File: src/core/mbd_consts.vh
/*
 Constants for the memory barrier decoder: option codes, domain and
 access-type encodings, privilege level codes and upgrade field values.
 Assumes inclusion by bare name from the design file.
*/
`ifndef MBD_CONSTS_VH
`define MBD_CONSTS_VH

// Option codes
`define MBD_OPT_OSH_RD 4'h1
`define MBD_OPT_OSH_WR 4'h2
`define MBD_OPT_OSH_ALL 4'h3
`define MBD_OPT_NSH_RD 4'h5
`define MBD_OPT_NSH_WR 4'h6
`define MBD_OPT_NSH_ALL 4'h7
`define MBD_OPT_ISH_RD 4'h9
`define MBD_OPT_ISH_WR 4'ha
`define MBD_OPT_ISH_ALL 4'hb
`define MBD_OPT_FULL_CODE 4'hc
`define MBD_OPT_SYS_RD 4'hd
`define MBD_OPT_SYS_WR 4'he
`define MBD_OPT_SYS_ALL 4'hf

// Domain encodings
`define MBD_DOM_NSH 2'h0
`define MBD_DOM_ISH 2'h1
`define MBD_DOM_OSH 2'h2
`define MBD_DOM_SYS 2'h3

// Access-type encodings
`define MBD_TYP_RD 2'h1
`define MBD_TYP_WR 2'h2
`define MBD_TYP_ALL 2'h3

// Privilege levels
`define MBD_EL_USER 2'h0
`define MBD_EL_KERNEL 2'h1
`define MBD_EL_HYP 2'h2

// Upgrade field values
`define MBD_BSU_ISH 2'h1
`define MBD_BSU_OSH 2'h2
`define MBD_BSU_SYS 2'h3

// Request kinds
`define MBD_KIND_ORDER 2'h0
`define MBD_KIND_SYNC 2'h1
`define MBD_KIND_FULL 2'h2

`endif

File: src/core/mbd_barrier_decode.v
/*
 Memory barrier decode and execution control: takes a barrier from the
 pipeline, works out domain and access types, issues one request to the
 memory system when cond_passed is set and holds issue until that request is acknowledged.
 Assumes the memory system raises mem_ack for one cycle per request and
 that the pipeline holds its request until barrier_done.
*/
// What this block does
// - Options 0001/0010/0011 give outer shareable with reads, writes, all.
// - Options 0101/0110/0111 give non-shareable with reads, writes, all.
// - Options 1001/1010/1011 give inner shareable with reads, writes, all.
// - Options 1101/1110/1111 give full system with reads, writes, all.
// - Reserved sync barrier options act as full system, all types.
// - Full-system-all and full barrier code are always supported.
// - Upgrade field 11 at user/kernel non-secure forces full system.
// - Upgrade field 10 raises anything below full system to outer shareable.
// - Upgrade field 01 raises non-shareable to inner shareable, for sync barriers only.
// - Sync barrier option 1100 at hypervisor level is a full barrier.
// - Sync barrier completes only after covered accesses complete.
// - User/kernel sync barrier orders only same virtual machine tag.
// - Hypervisor sync barrier orders only hypervisor level accesses.
// - Ordering barrier uses same mapping and upgrade adjustments, except upgrade field 01.
// - Reserved ordering barrier options act as full system, all types.
// - Full barrier code at user/kernel equals full-system-all sync barrier.
// - Hypervisor full barrier ignores privilege level and machine tag.
`timescale 1ns/1ps
`include "mbd_consts.vh"

module mbd_barrier_decode #(
    parameter TAG_W = 8,
    parameter HAVE_HYP = 1
) (
    input wire mclk,
    input wire srst,
    input wire bar_valid,
    input wire bar_is_sync,
    input wire [3:0] bar_option,
    input wire cond_passed,
    input wire [1:0] current_privilege_level,
    input wire core_secure,
    input wire [1:0] barrier_upgrade_field,
    input wire [TAG_W-1:0] virtual_machine_tag,
    input wire mem_ack,
    output reg bar_ready,
    output reg barrier_done,
    output reg issue_hold,
    output reg mem_req,
    output reg [1:0] mem_kind,
    output reg [1:0] mem_domain,
    output reg [1:0] mem_types,
    output reg mem_match_tag,
    output reg mem_hyp_only,
    output reg [TAG_W-1:0] mem_tag
);
    localparam ST_IDLE = 2'h0;
    localparam ST_WAIT = 2'h1;
    localparam ST_DONE = 2'h2;

    reg [1:0] state_r;
    reg [1:0] dom_base;
    reg [1:0] typ;
    reg [1:0] dom;
    reg lower_ns;
    reg is_hyp;
    reg full_bar;

    always @* begin
        dom_base = `MBD_DOM_SYS;
        typ = `MBD_TYP_ALL;
        is_hyp = (current_privilege_level == `MBD_EL_HYP);
        lower_ns = (HAVE_HYP != 0) && !core_secure && !is_hyp;
        case (bar_option)
            `MBD_OPT_OSH_RD: begin
                dom_base = `MBD_DOM_OSH;
                typ = `MBD_TYP_RD;
            end
            `MBD_OPT_OSH_WR: begin
                dom_base = `MBD_DOM_OSH;
                typ = `MBD_TYP_WR;
            end
            `MBD_OPT_OSH_ALL: begin
                dom_base = `MBD_DOM_OSH;
                typ = `MBD_TYP_ALL;
            end
            `MBD_OPT_NSH_RD: begin
                dom_base = `MBD_DOM_NSH;
                typ = `MBD_TYP_RD;
            end
            `MBD_OPT_NSH_WR: begin
                dom_base = `MBD_DOM_NSH;
                typ = `MBD_TYP_WR;
            end
            `MBD_OPT_NSH_ALL: begin
                dom_base = `MBD_DOM_NSH;
                typ = `MBD_TYP_ALL;
            end
            `MBD_OPT_ISH_RD: begin
                dom_base = `MBD_DOM_ISH;
                typ = `MBD_TYP_RD;
            end
            `MBD_OPT_ISH_WR: begin
                dom_base = `MBD_DOM_ISH;
                typ = `MBD_TYP_WR;
            end
            `MBD_OPT_ISH_ALL: begin
                dom_base = `MBD_DOM_ISH;
                typ = `MBD_TYP_ALL;
            end
            // full system reads, writes or all
            `MBD_OPT_SYS_RD: begin
                dom_base = `MBD_DOM_SYS;
                typ = `MBD_TYP_RD;
            end
            `MBD_OPT_SYS_WR: begin
                dom_base = `MBD_DOM_SYS;
                typ = `MBD_TYP_WR;
            end
            `MBD_OPT_SYS_ALL: begin
                dom_base = `MBD_DOM_SYS;
                typ = `MBD_TYP_ALL;
            end
            `MBD_OPT_FULL_CODE: begin
                dom_base = `MBD_DOM_SYS;
                typ = `MBD_TYP_ALL;
            end
            default: begin
                dom_base = `MBD_DOM_SYS;
                typ = `MBD_TYP_ALL;
            end
        endcase
        dom = dom_base;
        if (lower_ns) begin
            if (barrier_upgrade_field == `MBD_BSU_SYS) begin
                dom = `MBD_DOM_SYS;
            end else if (barrier_upgrade_field == `MBD_BSU_OSH && dom_base != `MBD_DOM_SYS) begin
                dom = `MBD_DOM_OSH;
            end else if (barrier_upgrade_field == `MBD_BSU_ISH && bar_is_sync && dom_base == `MBD_DOM_NSH) begin
                dom = `MBD_DOM_ISH;
            end
        end
        full_bar = bar_is_sync && (bar_option == `MBD_OPT_FULL_CODE) && is_hyp;
    end

    always @(posedge mclk) begin
        if (srst) begin
            state_r <= ST_IDLE;
            bar_ready <= 1'b0;
            barrier_done <= 1'b0;
            issue_hold <= 1'b0;
            mem_req <= 1'b0;
            mem_kind <= `MBD_KIND_ORDER;
            mem_domain <= `MBD_DOM_SYS;
            mem_types <= `MBD_TYP_ALL;
            mem_match_tag <= 1'b0;
            mem_hyp_only <= 1'b0;
            mem_tag <= {TAG_W{1'b0}};
        end else begin
            bar_ready <= 1'b0;
            barrier_done <= 1'b0;
            case (state_r)
                ST_IDLE: begin
                    if (bar_valid) begin
                        bar_ready <= 1'b1;
                        if (!cond_passed) begin
                            barrier_done <= 1'b1;
                            state_r <= ST_DONE;
                        end else begin
                            mem_req <= 1'b1;
                            issue_hold <= 1'b1;
                            mem_domain <= dom;
                            mem_types <= typ;
                            mem_tag <= virtual_machine_tag;
                            if (full_bar) begin
                                mem_kind <= `MBD_KIND_FULL;
                                mem_domain <= `MBD_DOM_SYS;
                                mem_types <= `MBD_TYP_ALL;
                                mem_match_tag <= 1'b0;
                                mem_hyp_only <= 1'b0;
                            end else begin
                                // 1100 below hypervisor acts as full-system-all
                                mem_kind <= bar_is_sync ? `MBD_KIND_SYNC : `MBD_KIND_ORDER;
                                mem_match_tag <= !is_hyp;
                                mem_hyp_only <= is_hyp;
                            end
                            state_r <= ST_WAIT;
                        end
                    end
                end
                ST_WAIT: begin
                    if (mem_ack) begin
                        mem_req <= 1'b0;
                        issue_hold <= 1'b0;
                        barrier_done <= 1'b1;
                        state_r <= ST_DONE;
                    end
                end
                ST_DONE: begin
                    // One idle cycle so the pipeline can drop bar_valid
                    state_r <= ST_IDLE;
                end
                default: begin
                    state_r <= ST_IDLE;
                end
            endcase
        end
    end
endmodule

File: config.mk
export PLATFORM = sky130hd
export DESIGN_NAME = mbd_barrier_decode
export DESIGN_NICKNAME = d
export VERILOG_FILES = /design/src/core/mbd_barrier_decode.v
export VERILOG_INCLUDE_DIRS = /design/src /design/src/core
export SDC_FILE = /design/constraint.sdc
export NUM_CORES = 1
export LEC_CHECK = 0
export BUFFER_PORTS_ARGS = -buffer_cell sky130_fd_sc_hd__buf_2
export CAP_MARGIN = 20
export CORE_MARGIN = 5
export CORE_UTILIZATION = 44
export DETAILED_ROUTE_END_ITERATION = 12
export PLACE_DENSITY = 0.74
export SETUP_SLACK_MARGIN = 0.3
export SYNTH_ARGS = -nofsm -noshare
export SYNTH_HDL_FRONTEND = slang
export SYNTH_SLANG_ARGS = --single-unit
File: constraint.sdc
create_clock -name mclk -period 1.4 [get_ports mclk]
set_input_delay 0.21 -clock mclk [delete_from_list [all_inputs] [get_ports mclk]]
set_output_delay 0.21 -clock mclk [all_outputs]
set_load 0.03 [all_outputs]
Yosys cells after proc, flatten, opt, wreduce, memory -nomap -nowiden
Memory sizes are Yosys's and may differ from the RTL's.
Cells that the tools add are included.
{ "word_totals": {"regBits": 21, "mem_bits_ro": 64, "input_bits": 23, "output_inout_bits": 20, "wordCells": 60, "memories": 1} }
{ "memory_table": {"columns": ["name", "depth", "word_bits", "read_ports", "rd_ports_with_merged_regs", "write_ports", "line", "source"], "rows": [
  ["(no name shown)", 16, 4, 1, 0, 0, "mbd_barrier_decode.v:72", "case (bar_option)"]
]} }
{ "classes": {"eq_ne": 10, "muxes": 23, "bitwise": 1, "reduce_logical": 15} }
{ "op_table": {"columns": ["operator", "count"], "rows": [
  ["2-to-1 mux 2 bit", 10],
  ["2-to-1 mux 1 bit", 10],
  ["inequality test 2 bit, second input constant", 4],
  ["equality test 2 bit, second input constant", 3],
  ["logical AND 1 bit", 6],
  ["equality test 2 x 1 -> 1 bit, second input constant", 2],
  ["equality test 4 bit, second input constant", 1],
  ["zero test 2 bit", 2],
  ["one-hot mux 1 bit (2 select lines)", 2],
  ["one-hot mux 2 bit (2 select lines)", 1],
  ["AND reduction 4 bit", 1],
  ["AND reduction 3 bit", 1],
  ["zero test 1 bit", 2],
  ["AND reduction 2 bit", 1],
  ["nonzero test 2 bit", 1],
  ["OR reduction 2 bit", 1],
  ["inverter 1 bit", 1]
]} }

Logic depth before layout (Yosys ltp)
Gate-level depths: netlist (run 1).
{ "depth": {"ltp_word": 8, "depth_mapped": 6, "mapped_depth_nobuf": 3} }

Worst setup path before layout (run 1)
No wires, ideal clock.
{ "synth_timing": {"path_kind": "register to register", "start": "reg state_r[1]", "end": "reg mem_hyp_only", "setup_ns": 0.067, "t_arrival_ns": 1.210, "t_required_ns": 1.333, "setup_slack_ns": 0.123, "path_stages_with_launch": 6, "n_path_buf": 2, "synth_period_minus_slack_ns": 1.277, "cell_sequence": "dfxtp_1 buf_6 nand4bb_1 buf_2 a2111o_1 a21oi_2"} }
{ "synth_via": {"elab_chain_len": 2} }
{ "synth_rtl": {"columns": ["item", "line", "source"], "rows": [
  ["start, declared", "mbd_barrier_decode.v:59", "reg [1:0] state_r;"],
  ["start signal, assigned", "mbd_barrier_decode.v:146", "state_r <= ST_IDLE;"],
  ["start signal, assigned", "mbd_barrier_decode.v:166", "state_r <= ST_DONE;"],
  ["start signal, assigned", "mbd_barrier_decode.v:185", "state_r <= ST_WAIT;"],
  ["zero test 2 bit", "mbd_barrier_decode.v:160", "case (state_r)"],
  ["AND reduction 3 bit (no line)", null, null],
  ["end signal, assigned", "mbd_barrier_decode.v:183", "mem_hyp_only <= is_hyp;"],
  ["end, declared", "mbd_barrier_decode.v:52", "output reg mem_hyp_only,"]
]} }
No other way between the ends.
A chain may end at the register's enable or synchronous reset.

Final worst setup path (run 1)
{ "layout_timing": {"start": "reg state_r[0]", "end": "reg mem_types[1]"} }
{ "layout_via": {"elab_chain_len": 2} }
{ "layout_rtl": {"columns": ["item", "line", "source"], "rows": [
  ["zero test 2 bit", "mbd_barrier_decode.v:160", null],
  ["AND reduction 3 bit (no line)", null, null],
  ["end signal, assigned", "mbd_barrier_decode.v:153", "mem_types <= `MBD_TYP_ALL;"],
  ["end signal, assigned", "mbd_barrier_decode.v:171", "mem_types <= typ;"],
  ["end signal, assigned", "mbd_barrier_decode.v:176", "mem_types <= `MBD_TYP_ALL;"],
  ["end, declared", "mbd_barrier_decode.v:50", "output reg [1:0] mem_types,"]
]} }
No other way between the ends.

==> run metrics, run 1 <==
fin crit share=0.8421; pwr dens=approximately 940 mW/mm2; wire per inst=roughly 13 um; Yosys warning count=0; Worst Tran Pin Value=about 460 ps; n_diodes=0; Yosys reg bits=21; RSZ-0062 raised after global routing=true; # IOs=43; Peak Freq=approximately 850 MHz; final setup fails=0; Synth Instances=101; Max Cap Viol=0; maximum vdd drop=between 0.5 and 0.6 mV; H-tree depth=1; routed wire length=2301 um; Die Ht=about 55 um; vias per cell=between 5 and 6; post-synth net total=124; Slew Limit Fails=0; relative slew slack=0.6905; Clock Skew=slightly above 5 ps; Routed Antenna Nets=0; cts hold-fix bufs=0; gr usage total=0.1673; Clock transition at path regs=120 ps; share of layout cells above drive strength 1=0.4797; min Tclk post-route=1179 ps; nets@finish=172; outcome=finished, final reports clean; TritonCTS clock tree=done; first-pass GRT wire length=3567 um; Hold Violations, Final=0; die area=between 0.002 and 0.003 mm2; Avg Inst Size Synth=around 8.6 um2; IO Port Bufs=42; min-delay worst type=in2reg; Filler cells=168; core area=around 0.0019 mm2; Hold Crit Start=virtual_machine_tag[7]; Initial Util=0.4544; Final TNS setup=0 ps; Remaining Overflow, GRT=0; initial antenna violation count=0; CTS root buf=clkbuf_4; 1st-iter DRT viols=10; drt pass-1 iters=4; register area share after synthesis=0.4814; startpoint types=register; Worst EP arrival=1380 ps; vias=~900; Design Power=between 1000 and 1500 uW; DRC=0; critical path capture point type=register; # rows=16; Skew-Pair Late Insertion Delay=300 ps; Cell variety after synth=34; Critical Path Fanout Max=7; # clock sinks=21; Cell Area, Synth=around 870 um2; clock buffer depth=2; vias in the first global route=slightly above 800; RePlAce Congestion=approximately 0.8; critical path class=reg2reg; largest net degree at the start of global routing=20; total CTS buffers=3; WP data required=1600 ps; Leakage=between 0.0005 and 0.0006 uW; CP startpoint=state_r[0]; HPWL after DPL=between 1500 and 2000 um; Die X=between 50 and 60 um; Synth-to-Final Area Change=50.00%; reg-to-reg startpoint=state_r[0]
==> layout make-up <==
cell class | instances | area, um2 | share of cell area
Multi-Input combinational cell | 69 | 450.4 | 0.3438
Tap cell | 27 | 33.78 | 0.02579
Inverter | 4 | 15.01 | 0.01146
Clock inverter | 1 | 5.005 | 0.003820
Timing Repair Buffer | 50 | 355.3 | 0.2713
Clock buffer | 3 | 22.52 | 0.01719
Sequential cell | 21 | 427.9 | 0.3266
==> per-layer routing <==
metal / vias to the layer above / share of wire / GRT usage
met5: - / 0 / 0
met4: 0 / 0.017 / 0.07469
met3: 4 / 0.046 / 0.02452
met2: 31 / 0.53 / 0.2988
met1: 423 / 0.41 / 0.1950
li1: 445 / - / -
==> critical path, stage by stage, from the launching register on <==
cell and delay (ps):
dfxtp_2 350, nand4bb_4 280, buf_8 180, nor3b_2 190
o21ai_1 70
==> power breakdown <==
part           internal (uW)  switching [uW]
registers                629            17.3
clock network            106             185
logic                    132             159
total                    867             361
==> through the flow <==
| step | setup slack, ps | util | area [um2] | hold slack, ps | cells |
|---|---|---|---|---|---|
| global placement | 136.7 | 0.5716 | 1099 | 440.8 | 166 |
| global route | 176.8 | 0.6816 | 1310 | 119.0 | 175 |
| floorplan | 155.6 | - | 882.1 | 346.0 | 101 |
| CTS | 203.0 | 0.6504 | 1250 | 129.8 | 175 |
| detailed placement | 71.36 | 0.5716 | 1099 | 445.5 | 166 |
| finish | 221.1 | 0.6816 | 1310 | 130.7 | 175 |
==> flip-flops by register name, indices dropped and copies added (netlist names) <==
| name | flops |
|---|---|
| mem_tag | 8 |
| mem_domain | 2 |
| mem_kind | 2 |
| mem_types | 2 |
| state_r | 2 |
| bar_ready | 1 |
| barrier_done | 1 |
| mem_hyp_only | 1 |
| mem_match_tag | 1 |
| mem_req | 1 |
==> cell usage after synthesis <==
cell type  count  area share
nand2_1       20       0.086
nor2_1         5       0.021
a21boi_0       1      0.0086
a22oi_1        1      0.0086
nand4bb_1      1       0.013
nor4_1         1      0.0072
a2111o_1       1       0.013
or4b_1         1       0.011
nand4_1        1      0.0072
a31oi_1        1      0.0072
xor2_1         1       0.010
o31ai_1        1      0.0086
nand3b_1       1      0.0086
nor4b_1        1       0.010
a21oi_2        1       0.010
a311o_1        1       0.011
o221a_2        1       0.013
a21oi_1       12       0.069
nor4bb_1       1       0.011
buf_4          1      0.0086
and4bb_2       1       0.014
buf_6          1       0.013
nor3b_1        2       0.017
dfxtp_1       21        0.48
inv_1          4       0.017
buf_2          3       0.017
o21ai_0        4       0.023
nor2b_1        1      0.0072
o211ai_1       1      0.0086
and3b_1        1       0.010
a211oi_1       1      0.0086
nand2b_1       1      0.0072
clkbuf_1       2      0.0086
nor3_1         4       0.023
==> timing repair <==
item | in CTS | in global routing
buffers inserted | 4 | 0
hold endpoints to repair | 0 | 0
pin swaps | 5 | 2
resized for setup | 17 | 29
setup endpoints to repair | 16 | 34
gates cloned | 1 | 0
==> logic make-up (layout without fill, tap and decap cells) <==
kind of cell / count (synthesis) / in the layout / share of synthesized area
AOI/OAI and AO/OA: 26 / 26 / 0.1891
buffers and inverters: 11 / 58 / 0.06447
and+or+nand+nor: 42 / 42 / 0.2550
xor gates and xnor gates: 1 / 1 / 0.01003
DFF: 21 / 21 / 0.4814
==> final timing paths <==
kind,to,slack [ps],cells past startpoint
worst max-delay path,mem_types[1],220,4
worst min-delay path,mem_tag[7],130,3
worst max register to register,mem_types[1],220,4
worst min register to register,mem_kind[1],470,2
==> cell usage in the layout (no fill, tap or decap), drive strengths merged, types with 2 or more instances in the layout <==
| cell type | netlist | routed |
|---|---|---|
| inv | 4 | 4 |
| dfxtp | 21 | 21 |
| buf | 5 | 39 |
| nand2 | 20 | 20 |
| nor2 | 5 | 5 |
| clkbuf | 2 | 13 |
| o21ai | 4 | 4 |
| nor3b | 2 | 2 |
| nor3 | 4 | 4 |
| a21oi | 13 | 13 |
No activity file was read; power rests on OpenSTA's default activity.
==> inputs of run 2 (changes only) <==
==> constraint.sdc (replaced) <==
create_clock -name mclk -period 1.1 [get_ports mclk]
set_input_delay 0.165 -clock mclk [delete_from_list [all_inputs] [get_ports mclk]]
set_output_delay 0.165 -clock mclk [all_outputs]
set_load 0.03 [all_outputs]
==> run metrics, run 2 (synthesis results as in run 1) <==
n_diodes=0; Max Cap Viol=0; gr usage total=0.2145; Slew Limit Fails=0; Final Non-Filler Cells=around 200; # rows=16; vias=approximately 1,100; Worst Tran Pin Value=377.4 ps; share of total power in combinational logic=0.296; Remaining Overflow, GRT=0; reg-to-reg startpoint=state_r[1]; HPWL after DPL=roughly 1800 um; wire per inst=18.15 um; relative slew slack=0.7449; Clock Skew=3.007 ps; total CTS buffers=3; Reg-to-Reg End=mem_tag[6]; # clock sinks=21; Hold Crit Start=virtual_machine_tag[5]; worst hold path depth=3; 1st-iter DRT viols=20; Largest register FFs=8; Initial Util=0.4544; Critical Path Fanout Max=5; die area=0.002976 mm2; Sequential Power Share=0.482; Peak Freq=a little under 800 MHz; startpoint types=register; clock power share=0.221; FF-to-FF setup slack=-200 ps; end point of the worst hold path=mem_tag[5]; vias in the first global route=about 1,000; vias per cell=5.523; Skew-Pair Late Insertion Delay=just over 300 ps; clock buffer depth=2; Cell Count Post-Placement=about 180; nets@finish=192; maximum vdd drop=~0.7 mV; cell-internal power=~1200 uW; Die X=between 50 and 60 um; final worst slack=-202.0 ps; failing checks=negative setup slack; Synth-to-Final Area Change=88.54%; Routed Antenna Nets=0; core area=~0.0019 mm2; first-pass GRT wire length=approximately 4400 um; RSZ-0062 raised after global routing=true; most common cell after layout, fill and taps aside=buf_6; Reg2Reg Depth=5; Worst EP arrival=1540 ps; most frequent cells in the layout=28 x buf_6, 22 x buf_2, 19 x dfxtp_2; critical path capture point type=register; share of layout cells above drive strength 1=0.7262; # IOs=43; min Tclk post-route=between 1000 and 1500 ps; Design Power=around 1700 uW; H-tree depth=1; Clock transition at path regs=~120 ps; Hold Violations, Final=0; fin crit share=1.184; cts hold-fix bufs=0; TritonCTS clock tree=done; pwr dens=between 1000 and 1500 mW/mm2; drt pass-1 iters=5; critical path class=reg2reg; Switch Pwr=between 500 and 600 uW; most flop-heavy register=mem_tag; final setup fails=15; min-delay worst type=in2reg; DRC=0; routed wire length=about 3500 um; CTS root buf=clkbuf_4; largest net degree at the start of global routing=13; outcome=finished, violations left; final core utilization=0.8568; Die Ht=roughly 55 um; IO Port Bufs=between 40 and 50; Leakage=0.0007289 uW; WP data required=between 1000 and 1500 ps; RePlAce Congestion=around 0.79; sw frac=0.3118; initial antenna violation count=0
## run 2: changes by cell type in the layout (fill, tap and decap cells not counted), sizes merged
| cell | previous run | this run |
|---|---|---|
| bufbuf | 1 | 0 |
| buf | 39 | 70 |
| clkbuf | 13 | 3 |
## run 2: cell type report
type / instances / area (um2)
flip-flops and latches: 21 / 447.9
well taps: 27 / 33.78
fillers: 105 / 275.3
clock inverters: 1 / 5.005
multi-input cells: 69 / 526.8
inverters: 4 / 15.01
repair buffers: 70 / 595.6
clock buffers: 3 / 22.52
## run 2: metal layers
metal | vias up | part of all wire | wire [um] | track usage
li1 | 493 | - | - | -
met1 | 505 | 0.37 | 1310 | 0.2169
met2 | 59 | 0.51 | 1815 | 0.4163
met3 | 20 | 0.064 | 227 | 0.02180
met4 | 0 | 0.053 | 187 | 0.1245
met5 | - | 0 | 0 | 0
## run 2: through the flow
stage | cell area [um2] | hold slack [ps] | setup slack (ps) | setup TNS, ps
floorplan | 892.1 | 301.0 | -144.4 | -500.8
global placement | 1184 | 407.2 | -100.7 | -1015
detailed placement | 1184 | 413.7 | -146.4 | -1628
CTS | 1520 | 76.62 | -125.9 | -1342
global route | 1647 | 79.61 | -237.4 | -2832
finish | 1647 | 90.21 | -202.0 | -2136
## run 2: critical path: stages (launching register included)
cell	delay, ps
dfxtp_2	350
buf_6	120
and4bb_4	400
buf_6	160
nand2_4	60
a21oi_2	140
## run 2: power groups by stage
stage	clock network (uW)	registers, uW	logic [uW]
after detailed placement	0	833	330
after global placement	0	832	322
after global routing	432	841	543
final	384	838	514
after floorplan	0	903	128
after CTS	376	831	445
## run 2: worst max path at each step
stage          startpoint            to  slack, ps  depth (start not counted)
6_report       state_r[1]    mem_tag[6]       -200                          5
5_1_grt        state_r[1]    mem_tag[6]       -240                          5
4_1_cts        state_r[0]   mem_kind[1]       -130                          5
3_5_place_dp   state_r[1]    mem_tag[1]       -150                          5
3_3_place_gp   state_r[1]    mem_tag[4]       -100                          5
2_1_floorplan  state_r[1]  mem_hyp_only       -140                          5
## run 2: timing repair
item                       in CTS  in global routing
buffers inserted                9                  5
cloned                          1                  0
setup endpoints to repair      41                 41
hold endpoints to repair        0                  0
pin swaps                      11                 15
gates resized for setup        75                 27
